### config.mk
export PLATFORM = sky130hd
export DESIGN_NAME = pin_change_interrupt
export DESIGN_NICKNAME = d
export VERILOG_FILES = /design/src/rtl/pin_change_pkg.sv /design/src/rtl/pin_change_interrupt.sv
export SDC_FILE = /design/constraint.sdc
export NUM_CORES = 1
export LEC_CHECK = 0
export ABC_AREA = 1
export BUFFER_PORTS_ARGS = -buffer_cell sky130_fd_sc_hd__clkbuf_2
export CORE_UTILIZATION = 40
export DETAILED_ROUTE_END_ITERATION = 8
export HOLD_SLACK_MARGIN = 0.02
export PLACE_DENSITY = 0.73
export RECOVER_POWER = 50
export SLEW_MARGIN = 15
export SYNTH_ARGS = -nofsm -noshare
export SYNTH_HDL_FRONTEND = slang
export SYNTH_SLANG_ARGS = --single-unit
### constraint.sdc
create_clock -name clk -period 1.8 [get_ports clk]
set_input_delay 0.18 -clock clk [delete_from_list [all_inputs] [get_ports clk]]
set_output_delay 0.18 -clock clk [all_outputs]
set_load 0.1 [all_outputs]
### src/rtl/pin_change_pkg.sv
// Function
// - Pin change request only while master enable set
// - Flags keep setting with master enable clear
// - Per-pin rising detector armed by rise enable
// - Per-pin falling detector armed by fall enable
// - Both enables set flag either direction
// - Detected edge sets flag, requests if enabled
// - Flag set on enabled rise or fall
// - Summary flag is OR of all pin flags
// - Writing zero clears flag, one never sets
// - Edge during flag write leaves flag set
// - Enabled pin change wakes from sleep
// - Sleep edges land in flags in the same cycle as wake
// - First port implements bits 5-3, 1-0 only
// - First port pins 0-1 need serial bus off
// - Enables and flags reset to zero
// - Second port implements bits 7-4 only
package pin_change_pkg;

  localparam logic [7:0] CTRL_OFFSET = 8'h00;
  localparam logic [7:0] FIRST_PORT_RISE_OFFSET = 8'h04;
  localparam logic [7:0] FIRST_PORT_FALL_OFFSET = 8'h08;
  localparam logic [7:0] FIRST_PORT_FLAGS_OFFSET = 8'h0c;
  localparam logic [7:0] SECOND_PORT_RISE_OFFSET = 8'h10;
  localparam logic [7:0] SECOND_PORT_FALL_OFFSET = 8'h14;
  localparam logic [7:0] SECOND_PORT_FLAGS_OFFSET = 8'h18;
  localparam logic [7:0] IRQ_STATUS_OFFSET = 8'h1c;
  localparam logic [7:0] IRQ_MASK_OFFSET = 8'h20;

  // Fields of interrupt_control_reg
  localparam int SUMMARY_FLAG_BIT = 0;
  localparam int MASTER_ENABLE_BIT = 1;
  localparam int SERIAL_BUS_ENABLE_BIT = 2;

  // Fields of the irq status and mask registers
  localparam int EDGE_EVENT_BIT = 0;
  localparam int WAKE_EVENT_BIT = 1;

  localparam logic [7:0] FIRST_PORT_IMPL_MASK = 8'h3b;
  localparam logic [7:0] SECOND_PORT_IMPL_MASK = 8'hf0;
  // First port pins that share their input buffer with the serial bus
  localparam logic [7:0] FIRST_PORT_SHARED_MASK = 8'h03;

  localparam logic [7:0] EDGE_RESET = 8'h00;
  localparam logic [1:0] IRQ_RESET = 2'h0;

  typedef struct packed {
    logic cyc;
    logic stb;
    logic we;
    logic [7:0] adr;
    logic [3:0] sel;
    logic [31:0] dat;
  } wb_req_t;

  typedef struct packed {
    logic ack;
    logic [31:0] dat;
  } wb_rsp_t;

  typedef struct packed {
    logic [7:0] rise;
    logic [7:0] fall;
    logic [7:0] flags;
  } port_cfg_t;

endpackage

### src/rtl/pin_change_interrupt.sv
`timescale 1ns/10ps
module pin_change_interrupt (
  input wire logic clk,
  input wire logic srst,
  input wire pin_change_pkg::wb_req_t wb_req,
  output pin_change_pkg::wb_rsp_t wb_rsp,
  input wire logic [7:0] first_port,
  input wire logic [7:0] second_port,
  input wire logic sleep_active,
  output logic pin_change_irq,
  output logic wake,
  output logic irq
);

  typedef struct packed {
    logic [15:0] sync1;
    logic [15:0] sync2;
    logic [15:0] sync3;
    logic [15:0] level;
    pin_change_pkg::port_cfg_t port_a;
    pin_change_pkg::port_cfg_t port_b;
    logic master_en;
    logic bus_en;
    logic [1:0] irq_status;
    logic [1:0] irq_mask;
    pin_change_pkg::wb_rsp_t rsp;
    logic pc_req;
    logic wake;
    logic irq;
  } state_t;

  state_t s;
  state_t next_s;

  logic [15:0] rise_seen;
  logic [15:0] fall_seen;
  logic [15:0] rise_en;
  logic [15:0] fall_en;
  logic [15:0] live_mask;
  logic [15:0] hit;

  assign rise_en = {s.port_b.rise, s.port_a.rise};
  assign fall_en = {s.port_b.fall, s.port_a.fall};
  // Shared pins see nothing while the serial bus owns their input buffers
  assign live_mask = {pin_change_pkg::SECOND_PORT_IMPL_MASK,
                      pin_change_pkg::FIRST_PORT_IMPL_MASK &
                      ~(s.bus_en ? pin_change_pkg::FIRST_PORT_SHARED_MASK : 8'h00)};

  genvar i;
  generate
    for (i = 0; i < 16; i++) begin : g_pin
      // A change counts once stages two and three agree on the new level
      assign rise_seen[i] = (s.sync2[i] == s.sync3[i]) & s.sync3[i] & ~s.level[i];
      assign fall_seen[i] = (s.sync2[i] == s.sync3[i]) & ~s.sync3[i] & s.level[i];
      assign hit[i] = live_mask[i] &
                      ((rise_seen[i] & rise_en[i]) |
                       (fall_seen[i] & fall_en[i]));
    end
  endgenerate

  logic access;
  logic wr;
  logic [31:0] rd;
  logic [7:0] wbyte;
  logic any_flag;

  always_comb begin
    next_s = s;
    access = wb_req.cyc & wb_req.stb & ~s.rsp.ack;
    wr = access & wb_req.we & wb_req.sel[0];
    wbyte = wb_req.dat[7:0];
    next_s.sync1 = {second_port, first_port};
    next_s.sync2 = s.sync1;
    next_s.sync3 = s.sync2;
    for (int k = 0; k < 16; k++) begin
      if (s.sync2[k] == s.sync3[k]) begin
        next_s.level[k] = s.sync3[k];
      end
    end

    if (wr && wb_req.adr == pin_change_pkg::CTRL_OFFSET) begin
      next_s.master_en = wbyte[pin_change_pkg::MASTER_ENABLE_BIT];
      next_s.bus_en = wbyte[pin_change_pkg::SERIAL_BUS_ENABLE_BIT];
    end
    if (wr && wb_req.adr == pin_change_pkg::FIRST_PORT_RISE_OFFSET) begin
      next_s.port_a.rise = wbyte & pin_change_pkg::FIRST_PORT_IMPL_MASK;
    end
    if (wr && wb_req.adr == pin_change_pkg::FIRST_PORT_FALL_OFFSET) begin
      next_s.port_a.fall = wbyte & pin_change_pkg::FIRST_PORT_IMPL_MASK;
    end
    if (wr && wb_req.adr == pin_change_pkg::SECOND_PORT_RISE_OFFSET) begin
      next_s.port_b.rise = wbyte & pin_change_pkg::SECOND_PORT_IMPL_MASK;
    end
    if (wr && wb_req.adr == pin_change_pkg::SECOND_PORT_FALL_OFFSET) begin
      next_s.port_b.fall = wbyte & pin_change_pkg::SECOND_PORT_IMPL_MASK;
    end

    // A write can only clear flags; a fresh edge wins over the clear
    if (wr && wb_req.adr == pin_change_pkg::FIRST_PORT_FLAGS_OFFSET) begin
      next_s.port_a.flags = s.port_a.flags & wbyte;
    end
    if (wr && wb_req.adr == pin_change_pkg::SECOND_PORT_FLAGS_OFFSET) begin
      next_s.port_b.flags = s.port_b.flags & wbyte;
    end
    // Flags track edges regardless of master enable or sleep
    next_s.port_a.flags = (next_s.port_a.flags | hit[7:0]) &
                          pin_change_pkg::FIRST_PORT_IMPL_MASK;
    next_s.port_b.flags = (next_s.port_b.flags | hit[15:8]) &
                          pin_change_pkg::SECOND_PORT_IMPL_MASK;

    any_flag = |{next_s.port_a.flags, next_s.port_b.flags};
    next_s.pc_req = s.master_en & any_flag;
    next_s.wake = sleep_active & s.master_en & (|hit);

    if (wr && wb_req.adr == pin_change_pkg::IRQ_STATUS_OFFSET) begin
      next_s.irq_status = s.irq_status & ~wbyte[1:0];
    end
    if (wr && wb_req.adr == pin_change_pkg::IRQ_MASK_OFFSET) begin
      next_s.irq_mask = wbyte[1:0];
    end
    next_s.irq_status[pin_change_pkg::EDGE_EVENT_BIT] =
      next_s.irq_status[pin_change_pkg::EDGE_EVENT_BIT] | (|hit);
    next_s.irq_status[pin_change_pkg::WAKE_EVENT_BIT] =
      next_s.irq_status[pin_change_pkg::WAKE_EVENT_BIT] | next_s.wake;
    next_s.irq = |(next_s.irq_status & next_s.irq_mask);

    rd = 32'h0000_0000;
    case (wb_req.adr)
      pin_change_pkg::CTRL_OFFSET: begin
        rd[pin_change_pkg::SUMMARY_FLAG_BIT] = |{s.port_a.flags, s.port_b.flags};
        rd[pin_change_pkg::MASTER_ENABLE_BIT] = s.master_en;
        rd[pin_change_pkg::SERIAL_BUS_ENABLE_BIT] = s.bus_en;
      end
      pin_change_pkg::FIRST_PORT_RISE_OFFSET: rd[7:0] = s.port_a.rise;
      pin_change_pkg::FIRST_PORT_FALL_OFFSET: rd[7:0] = s.port_a.fall;
      pin_change_pkg::FIRST_PORT_FLAGS_OFFSET: rd[7:0] = s.port_a.flags;
      pin_change_pkg::SECOND_PORT_RISE_OFFSET: rd[7:0] = s.port_b.rise;
      pin_change_pkg::SECOND_PORT_FALL_OFFSET: rd[7:0] = s.port_b.fall;
      pin_change_pkg::SECOND_PORT_FLAGS_OFFSET: rd[7:0] = s.port_b.flags;
      pin_change_pkg::IRQ_STATUS_OFFSET: rd[1:0] = s.irq_status;
      pin_change_pkg::IRQ_MASK_OFFSET: rd[1:0] = s.irq_mask;
      default: rd = 32'h0000_0000;
    endcase
    // Unmapped addresses still ack so the master never hangs
    next_s.rsp.ack = access;
    next_s.rsp.dat = access ? rd : 32'h0000_0000;
  end

  always_ff @(posedge clk) begin
    if (srst) begin
      s <= '0;
    end else begin
      s <= next_s;
    end
  end

  assign wb_rsp = s.rsp;
  assign pin_change_irq = s.pc_req;
  assign wake = s.wake;
  assign irq = s.irq;

endmodule

Word-level counts from Yosys, hierarchy flattened
Cells that the tools add are included.
- register bits after elaboration: 130
- latch bits: 0
- memory bits (writable): 0
- memory bits (read-only): 0
- bits of input ports: 66
- output and inout bits: 36
- word-level logic and storage cells: 174
- memories kept: 0
- add/subtract/negate cells: 0
- multipliers: 0
- divide/modulo/power cells: 0
- order comparisons: 0
- equality and inequality tests: 17
- shift-type cells: 0
- mux-type cells: 8
- bitwise operators: 105
- reduce and logical (&&, ||, !) cells: 15
- operators by type and width (kind ; number):
    AND 1 bit ; 66
    == test 8 x 5 -> 1 bit (second input constant) ; 4
    one-hot mux 5 bit (6 select lines) ; 1
    inverter 1 bit ; 20
    OR reduction 9 bit ; 2
    == test 8 x 4 -> 1 bit (second input constant) ; 2
    OR reduction 16 bit ; 1
    one-hot mux 2 bit (7 select lines) ; 1
    bitwise OR 1 bit ; 11
    == test 1 bit ; 9
    logical AND 1 bit ; 9
    AND 8 bit ; 1
    == test 8 x 3 -> 1 bit (second input constant) ; 1
    == test 8 x 6 -> 1 bit (second input constant) ; 1
    logical NOT 8 bit ; 1
    two-way mux 8 bit ; 1
    bitwise OR 8 bit ; 1
    AND 6 bit ; 1
    two-way mux 2 bit ; 3
    two-way mux 6 bit ; 1
    inverter 2 -> 6 bit ; 1
    bitwise OR 6 bit ; 1
    AND 2 bit ; 2
    OR reduction 2 bit ; 2
    other kinds (2) ; 2

Depth between registers and ports, before layout
- depth in word-level cells: 11
- gate-level depth with buffers: 12
- mapped depth without buffers: 12

Worst setup path before layout
OpenSTA, ideal clock, no wires.
- path kind: register -> register
- from: register s[118] in the netlist's numbering
- to: register s, in the netlist irq
- setup time: 112 ps
- data arrival time: 1279 ps
- data required time: 1688 ps
- setup slack: 409 ps
- stages on the path, launching flop included: 12
- path buffers: 0
- period minus slack after synthesis: 1391 ps
- cells stage by stage: dfxtp_1 -> ha_1 -> nand2_1 -> inv_1 -> o21ai_0 -> nand2_1 -> nor2_1 -> nand3_1 -> nor2_1 -> inv_1 -> nand2_1 -> nand2_1
- cells in the longest elaborated chain, start to end: 10
- elaborated cells on any way between the ends: 15
- classes of those cells: eq/ne: 1; bitwise: 12; reduce/logical: 2
- ends and longest elaborated chain (item ; RTL line ; text):
    from (decl) ; pin_change_interrupt.sv:32 ; state_t s;
    from (signal assigned) ; pin_change_interrupt.sv:153 ; s <= next_s;
    == test 1 bit or inverter 1 bit (tied branches) ; pin_change_interrupt.sv:53, pin_change_interrupt.sv:54 ;
    AND 1 bit (on tied branches) (2 in series) ; pin_change_interrupt.sv:53, pin_change_interrupt.sv:54 ;
    AND 1 bit (on tied branches) ; pin_change_interrupt.sv:56, pin_change_interrupt.sv:57 ;
    bitwise OR 1 bit (*) ; pin_change_interrupt.sv:56 ; ((rise_seen[i] & rise_en[i]) |
    OR reduction 9 bit (*) ; pin_change_interrupt.sv:113, pin_change_interrupt.sv:122 ;
    AND 1 bit ; pin_change_interrupt.sv:113 ; next_s.wake = sleep_active & s.master_en & (|hit);
    bitwise OR 1 bit ; pin_change_interrupt.sv:124 ; next_s.irq_status[pin_change_pkg::WAKE_EVENT_BIT] | next_s.wake;
    AND 2 bit (*) ; pin_change_interrupt.sv:125 ; next_s.irq = |(next_s.irq_status & next_s.irq_mask);
    OR reduction 2 bit (*) ; pin_change_interrupt.sv:125 ;
Every way passes the cells marked *; elsewhere a longest branch is shown, timed or not.
A chain may end at the register's enable or synchronous reset.

Worst setup path after layout
- from: register s[111] in the netlist's numbering
- to: register s, in the netlist irq
- cells in the longest elaborated chain, start to end: 11
- elaborated cells on any way between the ends: 16
- classes of those cells: eq/ne: 1; bitwise: 13; reduce/logical: 2
- ends and longest elaborated chain (item ; RTL line ; text):
    == test 1 bit or inverter 1 bit (tied branches) ; pin_change_interrupt.sv:53, pin_change_interrupt.sv:54 ;
    AND 1 bit (on tied branches) (2 in series) ; pin_change_interrupt.sv:53, pin_change_interrupt.sv:54 ;
    AND 1 bit (on tied branches) ; pin_change_interrupt.sv:56, pin_change_interrupt.sv:57 ;
    bitwise OR 1 bit (*) ; pin_change_interrupt.sv:56 ;
    AND 1 bit (*) ; pin_change_interrupt.sv:55 ; assign hit[i] = live_mask[i] &
    OR reduction 9 bit (*) ; pin_change_interrupt.sv:113, pin_change_interrupt.sv:122 ;
    AND 1 bit ; pin_change_interrupt.sv:113 ;
    bitwise OR 1 bit ; pin_change_interrupt.sv:124 ;
    AND 2 bit (*) ; pin_change_interrupt.sv:125 ;
    OR reduction 2 bit (*) ; pin_change_interrupt.sv:125 ;
Marked as above.

==> flow_summary.toml <==
[cts]
root_buffer = "clkbuf_8"
cts_tree = "yes"
cts_buffer_depth = 2
ctsHtreeMaxLevel = 3
clock_sinks = 81
clk_pin_slew_ns = 0.09
clkLatencyLatePin_ns = 0.36
cts_buffers = 9

[floorplanning]
rows = 35
dieArea_mm2 = 0.0100
die_x_um = 100
io_pins = 102
fp.coreArea_mm2 = 0.00928
die_y_um = 100
start_util = 0.414

[critical_path]
start_kind = "register"
required_ns = 2.06
worst_ep_arrival_time_ns = 1.91
cp_cell_sequence = "ha_1, nand2_1, inv_1, o21ai_0, nand2_1, nor2_1, nand3_1, nand3_1, nand2_1, nand2_1, nand2_1"
cpMostUsedCell = "nand2_1"
path_buf_inv = 1
critPathMaxStageDelay_ns = 0.32
crit_family = "simple AND/OR/NAND/NOR gates"
crit_path_end_kind = "register"
critPathKind = "reg2reg"
crit_fanout = 3
cp_slowest_cell = "dfxtp_1"

[drt]
vias = 3151
drt-pass1-iter-count = 5
drt_iter0_markers = 164
drc = 0
via_per_inst = 4.57
ant_nets = 0
wl_um = 7780
drt-wirelength-per-cell_um = 11.3

[place]
dp_hpwl_um = 5830
place_congestion = 0.892
placement.io_buffers = 43

[status]
status = "completed"

[timing]
worst_slew_pin_slew_ns = 0.541
slew_headroom = 0.641
finalHoldViolations = 0
setup_viol = 0
rsz0062_at_grt = "no"
slew_viol_final = 0
min_period_ns = 1.64
finalCritPeriodShare = 0.913
max_freq_mhz = 608
final.setup_skew_ns = 0.0136
tns_ns = 0

[synth]
yosysSeqAreaShare = 0.422
syn_inst = 506
synth_top_cell_area_share = 0.422
synth_area_leaders = "dfxtp_1 (42%), inv_1 (7.8%), buf_4 (6.8%)"
yosysWarnings = 0
yosysUniqueCellTypes = 33
synthTopCellsByCount = "dfxtp_1 (81), inv_1 (80), nand2_1 (67), nor2_1 (67), a21oi_1 (40)"
synth_area_mm2 = 0.00385
ys.flop_type = "dfxtp_1"
ys_seq_elements = 81
postSynthAreaPerCell_um2 = 7.60
synth_edf_count = 0
ys_async_sr_fraction = 0
yosysMostFrequentCell = "dfxtp_1"
yosysTopAreaCell = "dfxtp_1"

[global_routing]
grt_util_all_layers = 0.164
grt_pass1_vias = 2893
grt_overflow = 0
grt_pass1_wl_um = 12800
antenna_found_initial = 0
grt_max_degree = 27

[final_layout]
n_antenna_cell = 0
n_fill_cell = 972
nNetsFinal = 639
drive_gt1_frac = 0.159
syn2layout_area_growth_pct = 12.5

[flow_run]
cap_violations = 0

[power]
finalPower_mw = 3.50
ir_drop_v = 0.000422
p_per_area_mw_per_mm2 = 809
p_leak_nw = 2.02

[hold_path]
hold_class = "in2reg"
==> worst register-to-register path: stages (launching register included) <==
cell,delay [ns]
dfxtp_1,0.32
ha_1,0.19
nand2_1,0.06
inv_1,0.03
o21ai_0,0.23
nand2_1,0.09
nor2_1,0.16
nand3_1,0.15
nand3_1,0.16
nand2_1,0.08
nand2_1,0.06
nand2_1,0.04
==> worst paths after layout <==
check	startpoint	endpoint	slack, ns	cells past startpoint
max	s[111]	irq	0.16	11
min	wb_req[6]	fall_en[14]	0.07	3
max reg2reg	s[111]	irq	0.16	11
min reg2reg	next_s[123]	next_s[107]	0.40	2
==> cell families after synthesis <==
family,Yosys count,share of synthesized area
fa+ha+maj,18,0.0586
other cells,1,0.000975
simple gates,195,0.240
compound gates,86,0.123
flops,81,0.422
buf+inv,125,0.156
==> power by group <==
group / internal [mW] / switching (mW)
clock network: 0.512 / 0.692
logic: 0.0922 / 0.365
registers: 1.83 / 0.0155
==> layer usage <==
layer	track usage	up-vias	wire length, um
li1	-	1634	-
met1	0.197	1395	3490
met3	0.0474	12	490
met5	0	-	0
met2	0.280	110	3650
met4	0.0613	0	143
==> through the flow <==
| stage | util | instance area [um2] | setup WS (ns) | hold slack, ns | cells |
|---|---|---|---|---|---|
| after floorplan | - | 3930 | 0.409 | 0.287 | 529 |
| after global placement | 0.437 | 4050 | 0.195 | 0.376 | 663 |
| after detailed placement | 0.437 | 4050 | 0.158 | 0.376 | 663 |
| after CTS | 0.467 | 4330 | 0.148 | 0.0655 | 689 |
| after global routing | 0.466 | 4330 | 0.00652 | 0.0527 | 689 |
| final | 0.466 | 4330 | 0.156 | 0.0692 | 689 |
==> flip-flops by register name, summed over array words and instances, names as in the netlist <==
name	flops
s	33
rise_en	9
fall_en	9
pin_change_irq	1
next_s	18
irq	1
wake	1
wb_rsp	9
==> layout by cell type, fill, tap and decap left out, types with 2 or more instances in the layout <==
cell,netlist,layout
o21ai_0,27,25
nor2_1,67,67
dfxtp_1,81,81
a211oi_1,3,3
ha_1,18,18
inv_6,0,2
nor4_1,2,2
o21ai_1,2,4
nand2_1,67,67
a31oi_1,5,5
a21boi_1,2,2
clkbuf_8,0,9
nor2_4,11,11
nor2_2,3,3
buf_4,35,5
clkbuf_2,0,43
nand2_2,4,4
nand3_1,33,34
clkinvlp_4,0,2
inv_2,2,2
conb_1,1,24
dlygate4sd3_1,0,10
a21oi_1,40,40
nand3b_1,2,2
clkinv_4,0,2
inv_1,80,80
a22o_2,2,2
==> layout make-up <==
type                            instances  area, um2  share of cell area
Multi-Input combinational cell        323       1710               0.394
Clock inverter                          7       55.1              0.0127
Clock buffer                            9        124              0.0286
Tap cell                              129        161              0.0373
Sequential cell                        81       1620               0.375
Inverter                               82        308              0.0711
Timing Repair Buffer                   58        353              0.0815
==> repair_timing <==
action / in CTS / in global routing
setup endpoints to repair: 0 / 1
hold buffers: 10 / 0
endpoints found under the hold margin: 10 / 0
gates resized for setup: 0 / 2
buffers inserted: 0 / 0
Power figures use the tool's default switching activity.
